<file path="config.mk">
export PLATFORM = sky130hd
export DESIGN_NAME = olcb_config_bank
export DESIGN_NICKNAME = d
export VERILOG_FILES = /design/src/rtl/olcb_pkg.sv /design/src/rtl/olcb_config_bank.sv
export SDC_FILE = /design/constraint.sdc
export NUM_CORES = 1
export LEC_CHECK = 0
export BUFFER_PORTS_ARGS = -buffer_cell sky130_fd_sc_hd__buf_2
export CELL_PAD_IN_SITES_DETAIL_PLACEMENT = 2
export CELL_PAD_IN_SITES_GLOBAL_PLACEMENT = 2
export CORE_AREA = 5 5 158 160
export DETAILED_ROUTE_END_ITERATION = 16
export DIE_AREA = 0 0 163 165
export PLACE_DENSITY = 0.77
export SYNTH_ARGS = -nofsm -noshare
export SYNTH_HDL_FRONTEND = slang
export SYNTH_SLANG_ARGS = --single-unit
</file>
<file path="constraint.sdc">
create_clock -name pclk -period 2.43 [get_ports pclk]
set_clock_uncertainty 0.2 [all_clocks]
set_input_delay 0.486 -clock pclk [delete_from_list [all_inputs] [get_ports pclk]]
set_output_delay 0.486 -clock pclk [all_outputs]
set_load 0.02 [all_outputs]
</file>
<file path="src/rtl/olcb_pkg.sv">
package olcb_pkg;

  // ****************************************************************
  // Register indices; the byte address is four times the index.
  // ****************************************************************
  localparam logic [4:0] OLCB_IDX_FRONT_END = 5'h02;
  localparam logic [4:0] OLCB_IDX_RX_PDN = 5'h03;
  localparam logic [4:0] OLCB_IDX_LOSS_STATUS = 5'h04;
  localparam logic [4:0] OLCB_IDX_TX_PDN = 5'h04;
  localparam logic [4:0] OLCB_IDX_BOOST = 5'h07;
  localparam logic [4:0] OLCB_IDX_MONITOR = 5'h0B;
  localparam logic [4:0] OLCB_IDX_LOSS_CRIT = 5'h0D;
  localparam logic [4:0] OLCB_IDX_ALL_ONES = 5'h0E;
  localparam logic [4:0] OLCB_IDX_GLOBAL = 5'h0F;
  localparam logic [4:0] OLCB_IDX_TMPL_PTR = 5'h10;
  localparam logic [4:0] OLCB_IDX_TMPL_SEL = 5'h11;
  localparam logic [4:0] OLCB_IDX_TRISTATE = 5'h12;
  localparam logic [4:0] OLCB_IDX_BANK_PTR = 5'h1F;

  // ****************************************************************
  // Field positions, codes and values after reset.
  // ****************************************************************
  localparam int OLCB_SHORT_PROTECT_BIT = 5;
  localparam int OLCB_MON_TX_BIT = 3;
  localparam logic [7:0] OLCB_BANK_PRIMARY = 8'h00;
  localparam logic [7:0] OLCB_BANK_EXPANDED = 8'hAA;
  localparam logic [7:0] OLCB_RST_BYTE = 8'h00;
  localparam logic [3:0] OLCB_RST_MON = 4'h0;
  localparam logic [2:0] OLCB_RST_PTR = 3'h0;
  localparam logic [2:0] OLCB_RST_TMPL = 3'h0;
  localparam logic [7:0] OLCB_PADDR_HI_MASK = 8'h83;

  typedef enum logic [2:0] {
    OLCB_TMPL_E1,
    OLCB_TMPL_RSV1,
    OLCB_TMPL_RSV2,
    OLCB_TMPL_T1_133,
    OLCB_TMPL_T1_266,
    OLCB_TMPL_T1_399,
    OLCB_TMPL_T1_533,
    OLCB_TMPL_T1_655
  } olcb_tmpl_e;

  // Settings presented to the line front end.
  typedef struct packed {
    logic mon_active;
    logic mon_transmit;
    logic [2:0] mon_channel;
    logic [7:0] loss_etsi;
    logic [7:0] tx_all_ones;
    logic short_protect_en;
    logic [7:0][2:0] tx_template;
    logic [7:0] driver_hiz;
    logic [7:0] front_end_enable;
    logic [7:0] rx_power_down;
    logic [7:0] tx_power_down;
    logic [7:0] receive_boost_enable;
  } olcb_ctl_s;

endpackage

</file>
<file path="src/rtl/olcb_config_bank.sv">
`timescale 1ns/10ps
`default_nettype none

module olcb_config_bank
  import olcb_pkg::*;
(
  // Clock and reset.
  input wire logic pclk,
  input wire logic presetn,
  // APB slave.
  input wire logic psel,
  input wire logic penable,
  input wire logic pwrite,
  input wire logic [7:0] paddr,
  input wire logic [31:0] pwdata,
  output logic [31:0] prdata,
  output logic pready,
  output logic pslverr,
  // Line side status.
  input wire logic t1_mode,
  input wire logic [7:0] rx_signal_absent,
  input wire logic [7:0] tx_line_clock_pin,
  // Line side control.
  output olcb_ctl_s line_ctl
);

  // ****************************************************************
  // Register storage.
  // ****************************************************************
  logic [3:0] monitor_channel_code_r;
  logic [7:0] loss_criterion_select_r;
  logic [7:0] auto_all_ones_on_loss_r;
  logic short_protect_off_r;
  logic [2:0] template_channel_pointer_r;
  logic [2:0] line_template_select_r [8];
  logic [7:0] driver_tristate_control_r;
  logic [7:0] bank_pointer_r;
  logic [7:0] front_end_enable_r;
  logic [7:0] receiver_power_down_r;
  logic [7:0] transmitter_power_down_r;
  logic [7:0] receive_boost_enable_r;
  logic [7:0] loss_status_r;
  logic ready_r;
  logic err_r;
  logic [31:0] rdata_r;
  olcb_ctl_s ctl_r;
  olcb_ctl_s ctl_nxt;

  // ****************************************************************
  // Address decode.
  // ****************************************************************
  wire logic [4:0] idx = paddr[6:2];
  wire logic aligned = (paddr & OLCB_PADDR_HI_MASK) == 8'h00;
  wire logic exp_sel = bank_pointer_r == OLCB_BANK_EXPANDED;
  wire logic hit_bank = aligned && idx == OLCB_IDX_BANK_PTR;
  wire logic hit_fe = aligned && exp_sel && idx == OLCB_IDX_FRONT_END;
  wire logic hit_rpd = aligned && exp_sel && idx == OLCB_IDX_RX_PDN;
  wire logic hit_tpd = aligned && exp_sel && idx == OLCB_IDX_TX_PDN;
  wire logic hit_bst = aligned && exp_sel && idx == OLCB_IDX_BOOST;
  wire logic pri = aligned && !exp_sel;
  wire logic hit_los = pri && idx == OLCB_IDX_LOSS_STATUS;
  wire logic hit_mon = pri && idx == OLCB_IDX_MONITOR;
  wire logic hit_lac = pri && idx == OLCB_IDX_LOSS_CRIT;
  wire logic hit_ao = pri && idx == OLCB_IDX_ALL_ONES;
  wire logic hit_gcf = pri && idx == OLCB_IDX_GLOBAL;
  wire logic hit_ptr = pri && idx == OLCB_IDX_TMPL_PTR;
  wire logic hit_ts = pri && idx == OLCB_IDX_TMPL_SEL;
  wire logic hit_oe = pri && idx == OLCB_IDX_TRISTATE;
  wire logic hit_any = hit_bank | hit_fe | hit_rpd | hit_tpd | hit_bst |
    hit_los | hit_mon | hit_lac | hit_ao | hit_gcf | hit_ptr | hit_ts |
    hit_oe;

  wire logic setup = psel && !penable;
  wire logic commit = psel && penable && ready_r;
  wire logic wr = commit && pwrite && !err_r;
  wire logic [7:0] wb = pwdata[7:0];
  wire logic [2:0] ptr = template_channel_pointer_r;

  // Read multiplexer; reserved bits read as zero.
  logic [7:0] rd_byte;
  always_comb begin
    rd_byte = 8'h00;
    if (hit_bank) begin
      rd_byte = bank_pointer_r;
    end else if (hit_fe) begin
      rd_byte = front_end_enable_r;
    end else if (hit_rpd) begin
      rd_byte = receiver_power_down_r;
    end else if (hit_tpd) begin
      rd_byte = transmitter_power_down_r;
    end else if (hit_bst) begin
      rd_byte = receive_boost_enable_r;
    end else if (hit_los) begin
      rd_byte = loss_status_r;
    end else if (hit_mon) begin
      rd_byte = {4'h0, monitor_channel_code_r};
    end else if (hit_lac) begin
      rd_byte = loss_criterion_select_r;
    end else if (hit_ao) begin
      rd_byte = auto_all_ones_on_loss_r;
    end else if (hit_gcf) begin
      rd_byte = {2'h0, short_protect_off_r, 5'h00};
    end else if (hit_ptr) begin
      rd_byte = {5'h00, ptr};
    end else if (hit_ts) begin
      rd_byte = {5'h00, line_template_select_r[ptr]};
    end else if (hit_oe) begin
      rd_byte = driver_tristate_control_r;
    end
  end

  // ****************************************************************
  // APB answer: no wait state, answer registered.
  // ****************************************************************
  always_ff @(posedge pclk or negedge presetn) begin
    if (!presetn) begin
      ready_r <= 1'b0;
      err_r <= 1'b0;
      rdata_r <= 32'h0000_0000;
    end else begin
      ready_r <= setup;
      err_r <= setup && !hit_any;
      if (setup) begin
        rdata_r <= {24'h00_0000, rd_byte};
      end
    end
  end

  assign prdata = rdata_r;
  assign pready = ready_r;
  assign pslverr = err_r;

  // ****************************************************************
  // Register writes.
  // ****************************************************************
  always_ff @(posedge pclk or negedge presetn) begin
    if (!presetn) begin
      bank_pointer_r <= OLCB_BANK_PRIMARY;
      front_end_enable_r <= OLCB_RST_BYTE;
      receiver_power_down_r <= OLCB_RST_BYTE;
      transmitter_power_down_r <= OLCB_RST_BYTE;
      receive_boost_enable_r <= OLCB_RST_BYTE;
      monitor_channel_code_r <= OLCB_RST_MON;
      loss_criterion_select_r <= OLCB_RST_BYTE;
      auto_all_ones_on_loss_r <= OLCB_RST_BYTE;
      short_protect_off_r <= 1'b0;
      template_channel_pointer_r <= OLCB_RST_PTR;
      driver_tristate_control_r <= OLCB_RST_BYTE;
    end else if (wr) begin
      if (hit_bank) begin
        bank_pointer_r <= wb;
      end
      if (hit_fe) begin
        front_end_enable_r <= wb;
      end
      if (hit_rpd) begin
        receiver_power_down_r <= wb;
      end
      if (hit_tpd) begin
        transmitter_power_down_r <= wb;
      end
      if (hit_bst) begin
        receive_boost_enable_r <= wb;
      end
      if (hit_mon) begin
        monitor_channel_code_r <= wb[3:0];
      end
      if (hit_lac) begin
        loss_criterion_select_r <= wb;
      end
      if (hit_ao) begin
        auto_all_ones_on_loss_r <= wb;
      end
      if (hit_gcf) begin
        short_protect_off_r <= wb[OLCB_SHORT_PROTECT_BIT];
      end
      if (hit_ptr) begin
        template_channel_pointer_r <= wb[2:0];
      end
      if (hit_oe) begin
        driver_tristate_control_r <= wb;
      end
    end
  end

  // The template table is written only through the channel pointer.
  always_ff @(posedge pclk or negedge presetn) begin
    if (!presetn) begin
      for (int i = 0; i < 8; i++) begin
        line_template_select_r[i] <= OLCB_RST_TMPL;
      end
    end else if (wr && hit_ts) begin
      line_template_select_r[ptr] <= wb[2:0];
    end
  end

  always_ff @(posedge pclk or negedge presetn) begin
    if (!presetn) begin
      loss_status_r <= OLCB_RST_BYTE;
    end else begin
      loss_status_r <= rx_signal_absent;
    end
  end

  // ****************************************************************
  // Line control outputs, bit n for channel n in the per-channel fields.
  // ****************************************************************
  wire logic [7:0] tx_down = transmitter_power_down_r |
    ~tx_line_clock_pin;
  wire logic [3:0] mc = monitor_channel_code_r;

  always_comb begin
    ctl_nxt.mon_active = mc[2:0] != 3'h0;
    ctl_nxt.mon_transmit = mc[OLCB_MON_TX_BIT];
    ctl_nxt.mon_channel = mc[2:0];
    ctl_nxt.loss_etsi = t1_mode ? 8'h00 : loss_criterion_select_r;
    ctl_nxt.tx_all_ones = auto_all_ones_on_loss_r & loss_status_r;
    ctl_nxt.short_protect_en = !short_protect_off_r;
    for (int i = 0; i < 8; i++) begin
      ctl_nxt.tx_template[i] = line_template_select_r[i];
    end
    ctl_nxt.driver_hiz = driver_tristate_control_r | tx_down;
    ctl_nxt.front_end_enable = front_end_enable_r;
    ctl_nxt.rx_power_down = receiver_power_down_r;
    ctl_nxt.tx_power_down = tx_down;
    ctl_nxt.receive_boost_enable = receive_boost_enable_r;
  end

  always_ff @(posedge pclk or negedge presetn) begin
    if (!presetn) begin
      ctl_r <= '0;
    end else begin
      ctl_r <= ctl_nxt;
    end
  end

  assign line_ctl = ctl_r;
endmodule // olcb_config_bank

`default_nettype wire

</file>
# --- Word-level counts from Yosys, hierarchy flattened ---
# Index checks and enable logic that the tools add are counted.
op_classes:
  bitwise: 17
  n_lt_le_gt_ge: 2
  n_eq_ne: 13
  reduce_logical: 41
  muxes: 20
ops:
  columns: ["operator", "n"]
  rows:
  - ["$mux 8", 14]
  - ["$bwmux 24", 1]
  - ["$logic_and 1x1->1", 23]
  - ["$reduce_and 2->1", 11]
  - ["$eq 5x4->1 const B", 4]
  - ["$eq 5x5->1 const B", 4]
  - ["$or 8x8->8", 2]
  - ["$or 1x1->1", 12]
  - ["$eq 5x2->1 const B", 2]
  - ["$eq 5x3->1 const B", 2]
  - ["$bmux 3 s3", 1]
  - ["$demux 3 s3", 1]
  - ["$mux 3", 3]
  - ["$and 8x8->8", 1]
  - ["$eq 8x8->1 const B", 1]
  - ["$logic_not 8->1", 1]
  - ["$not 8->8", 1]
  - ["$logic_not 1->1", 5]
  - ["$ge 4x4->1 const B", 1]
  - ["$lt 4x1->1 const B", 1]
  - ["$not 3->4", 1]
  - ["$reduce_bool 3->1", 1]
word_totals:
  output_inout_bits: 120
  regBits: 200

# --- Logic depth before layout (Yosys ltp) ---
depth:
  word_depth: 17
  mapped_depth: 8
  ltp_nobuf: 6

# --- Least setup slack after synthesis ---
# No wires, ideal clock.
synth_timing:
  kind: "input-to-reg"
  from: "input port paddr[5]"
  to: "register driver_tristate_control_r[1]"
  cell_stages: 6
  arrival_time_ps: 2169
  setup_ps: 125
  setup_slack_ps: -64
  path_buffers: 2
  path_cell_list: "buf_2 > or4b_4 > a211oi_2 > and2_1 > buf_4 > mux2_2"
synth_via:
  elab_chain_len: 3
synth_lines:
  columns: ["item", "line_no", "source"]
  rows:
  - ["from (decl)", "olcb_config_bank.sv:14", "input wire logic [7:0] paddr,"]
  - ["$eq 5x5->1", "olcb_config_bank.sv:68", "wire logic hit_oe = pri && idx == OLCB_IDX_TRISTATE;"]
  - ["$logic_and 1x1->1", "olcb_config_bank.sv:68", null]
  - ["$reduce_and 2->1 (no source line)", null, null]
  - ["to (signal assigned)", "olcb_config_bank.sv:181", "driver_tristate_control_r <= wb;"]
  - ["to (decl)", "olcb_config_bank.sv:36", "logic [7:0] driver_tristate_control_r;"]
# No other way between the ends.
# A chain may end at the register's enable or synchronous reset.

# --- Worst setup path after layout ---
layout_timing:
  from: "input port paddr[1]"
  to: "register rdata_r[5] (netlist: prdata[5])"
layout_via:
  elab_chain_len: 16
  word_cells_on_any_way: 29
layout_lines:
  columns: ["item", "line_no", "source"]
  rows:
  - ["$logic_not 8->1 *", "olcb_config_bank.sv:53", "wire logic aligned = (paddr & OLCB_PADDR_HI_MASK) == 8'h00;"]
  - ["$logic_and 1x1->1", "olcb_config_bank.sv:60", "wire logic pri = aligned && !exp_sel;"]
  - ["$logic_and 1x1->1", "olcb_config_bank.sv:68", null]
  - ["$mux 8", "olcb_config_bank.sv:107", "end else if (hit_oe) begin"]
  - ["$mux 8", "olcb_config_bank.sv:105", "end else if (hit_ts) begin"]
  - ["$mux 8", "olcb_config_bank.sv:103", "end else if (hit_ptr) begin"]
  - ["$mux 8", "olcb_config_bank.sv:101", "end else if (hit_gcf) begin"]
  - ["$mux 8", "olcb_config_bank.sv:99", "end else if (hit_ao) begin"]
  - ["$mux 8", "olcb_config_bank.sv:97", "end else if (hit_lac) begin"]
  - ["$mux 8", "olcb_config_bank.sv:95", "end else if (hit_mon) begin"]
  - ["$mux 8", "olcb_config_bank.sv:93", "end else if (hit_los) begin"]
  - ["$mux 8", "olcb_config_bank.sv:91", "end else if (hit_bst) begin"]
  - ["$mux 8", "olcb_config_bank.sv:89", "end else if (hit_tpd) begin"]
  - ["$mux 8", "olcb_config_bank.sv:87", "end else if (hit_rpd) begin"]
  - ["$mux 8", "olcb_config_bank.sv:85", "end else if (hit_fe) begin"]
  - ["$mux 8 *", "olcb_config_bank.sv:83", "if (hit_bank) begin"]
  - ["to (signal assigned)", "olcb_config_bank.sv:124", "rdata_r <= {24'h00_0000, rd_byte};"]
  - ["to (decl)", "olcb_config_bank.sv:45", "logic [31:0] rdata_r;"]
# Every way passes the cells marked *; elsewhere a longest branch is shown, timed or not.

==> qor.yml <==
syn_area_per_cell_um2: 13.00
fillers: 2399
coreArea_um2: 23260
fin_ws_ns: 0.01910
path_buf_inv: 2
holdWs_ns: 0.03862
arrival_ns: 2.51
utilization: 0.4594
path_clk_slew_ns: 0.08
synth-adder-area-share: 0.001219
seq_area_frac_synth: 0.6094
cts_sinks: 200
numPortBuffers: 133
drt_iter0_markers: 329
start_util: 0.3531
hpwl_um: 21590
synthXorXnorAreaFrac: 0
grt_pass1_wl_um: 44440
path_cells: "buf_2 > or4b_4 > buf_4 > or2_2 > nor3_1 > nor3_1 > a31oi_1 > nand3_1"
ys_async_sr_fraction: 1.000
dr_wl_met3_um: 1328
synth_compound_area_frac: 0.08577
r2r-start: "bank_pointer_r[5]"
setup_viol: 0
status: "finished, final reports clean"
pre_cts_slack_ns: -0.4767
via_count: 6156
crit_path_max_incr_delay_ns: 0.57
cp_data_required_time_ns: 2.53
path_class: "input pin to register"
r2r_cells: 6
antenna_left: 0
post_drt_via_cell_ratio: 5.117
power.density_nw_per_um2: 633.0
fin_crit_sh: 0.9921
cts_tree: "built"
syn_to_final_growth_pct: 30.13
grt_usage: 0.2195
ys_warn_count: 0
syn_inst: 632
drive_gt1_frac: 0.4525
worst-slew-pin-transition_ns: 0.6027
io_pins: 182
synth_mux_area_frac: 0.1441
gp_congestion: 0.8796
hp-start: "tx_line_clock_pin[3]"
synth_enable_flop_cells: 0
critPathMaxFanout: 8
multiInputGateArea_um2: 3092
clockRootBuffer: "clkbuf_16"
wl_um: 29080
vdd_drop_max_v: 0.0004124
synthDistinctLibCells: 70
ys_seq_elements: 200
wl_met2_um: 14770
clockBufferDepth: 2
rrSetupSlack_ns: 0.05
grt_max_degree: 58
hp-class: "input pin to register"
leakagePower_nw: 5.363
drc: 0
cap_violations: 0
die_w_um: 163
hold_viol: 0
numCtsBuffers: 17
synthSimpleGateAreaFrac: 0.1228
syn_area_um2: 8213
fin_nets: 933
rows: 56
highest_layer: "met5"
seqCellArea_um2: 5006
die_h_um: 165
synthFlopType: "dfrtp_1"
holdPathStages: 2
drtPass1Iterations: 4
dieArea_um2: 26900
slew_headroom: 0.5951
critPathMostFrequentCell: "nor3_1"
num_antenna_cells: 0
slew_viol_final: 0
path_delay_family: "simple AND/OR/NAND/NOR gates"
grt_overflow_total: 0
synth_top_family_by_area: "multiplexers"
wl_met1_um: 12460
clk_latency_ns: 0.44
htreeDepth: 4
wl_per_cell_um: 24.17
period_needed_ns: 2.411
cp-start-kind: "input pin"
critPathCaptureType: "register"
max_freq_mhz: 414.8
holdPathEnd: "line_ctl[11]"
slowest_stage: "or4b_4"
grt_pass1_vias: 7149
reg2reg_to: "ctl_nxt[56]"
antenna_found_initial: 1
Yosys cell counts, types with 4 or more instances:
master      n  share of area
o21ai_0    19          0.012
nand3_1    10         0.0061
nand2_1    29          0.013
a21oi_1    18          0.011
nor3_1      9         0.0055
o22ai_1     4         0.0030
nor2_1     32          0.015
nand4_1     8         0.0061
inv_1       5         0.0023
or2_2       9         0.0069
buf_2       4         0.0024
mux2_2     98           0.13
or3_1       4         0.0030
a22oi_1     6         0.0055
nand2b_1   13         0.0099
nor2b_1    15          0.011
dfrtp_1   200           0.61
clkbuf_1   16         0.0073
a31oi_1     6         0.0046
a221oi_1   10          0.011
buf_4      25          0.023
and2_1     11         0.0084
mux2i_1     8         0.0098
worst reg2reg max path, stage by stage, from the launching register on:
cell and delay [ns]:
dfrtp_1 0.38, and4bb_2 0.31, a2111oi_4 0.44, nand4_1 0.13, buf_4 0.20, nor2_2 0.23
mux2_2 0.38
how the worst max path moves through the flow:
stage                        start     endpoint  slack, ns  cells after the start
after detailed placement  paddr[1]  ctl_nxt[56]      -0.48                      6
after global routing      paddr[1]    prdata[5]      -0.01                      8
after global placement    paddr[1]  ctl_nxt[51]      -0.32                      6
after floorplan           paddr[1]  ctl_nxt[49]      -0.01                      5
final                     paddr[1]    prdata[5]       0.02                      8
after CTS                   ptr[0]    prdata[1]       0.01                      7
cell type report:
cell class | count | share of cell area
inverters | 6 | 0.002107
multi-input cells | 402 | 0.2893
well taps | 319 | 0.03734
clock buffers | 20 | 0.04179
clock inverters | 12 | 0.01323
repair buffers | 244 | 0.1479
flip-flops and latches | 200 | 0.4684
placed cells by master, fill, tap and decap left out, drive strengths merged, types with 13 or more instances in the layout:
cell type and instances:
o21ai 21, buf 234, clkbuf 21, nand2 29, nand2b 13, mux2 98
nor2 35, dfrtp 200, a21oi 18, nor2b 15, conb 24
logic make-up (layout without fill, tap and decap cells):
logic type	count (synthesis)	in the layout
flops	200	200
fa+ha+maj	1	1
compound gates	99	99
mux	106	106
buf+inv	53	282
other cells	1	24
simple gates	172	172
flip-flops by register name, indices dropped and copies added (netlist names):
signal	flops
front_end_enable_r	8
ptr	3
loss_criterion_select_r	8
loss_status_r	8
receive_boost_enable_r	8
prdata	8
short_protect_off_r	1
pslverr	1
pready	1
bank_pointer_r	8
line_ctl	86
ctl_nxt	24
mc	4
driver_tristate_control_r	8
receiver_power_down_r	8
transmitter_power_down_r	8
auto_all_ones_on_loss_r	8
power breakdown:
group          internal, mW  switching [mW]  leakage, nW
Combinational         0.151           0.314         2.38
Clock                  1.56            1.35        0.276
Sequential             3.36          0.0232         2.71
Total                  5.08            1.69         5.36
per-stage QoR:
step / instance area, um2 / setup TNS, ns / total power [mW] / std cells
after floorplan: 8307 / -0.05057 / 3.653 / 655
after global placement: 9913 / -13.76 / 3.876 / 1161
after detailed placement: 9913 / -17.96 / 3.897 / 1161
after CTS: 10620 / 0 / 6.835 / 1203
after global routing: 10690 / -0.01614 / 7.029 / 1203
final: 10690 / 0 / 6.765 / 1203
layer usage:
layer  vias to the layer above  track usage
li1                       2717            -
met1                      3237       0.2865
met2                       160       0.3798
met3                        40      0.03918
met4                         2      0.05681
met5                         -            0
timing repair:
item | 4_1_cts | 5_1_grt
hold buffers | 9 | 0
setup endpoints to repair | 17 | 30
hold endpoints to repair | 43 | 0
setup buffers | 1 | 0
pin swaps | 1 | 2
resized for setup | 6 | 14
gates cloned | 0 | 0
Power figures use the tool's default switching activity.
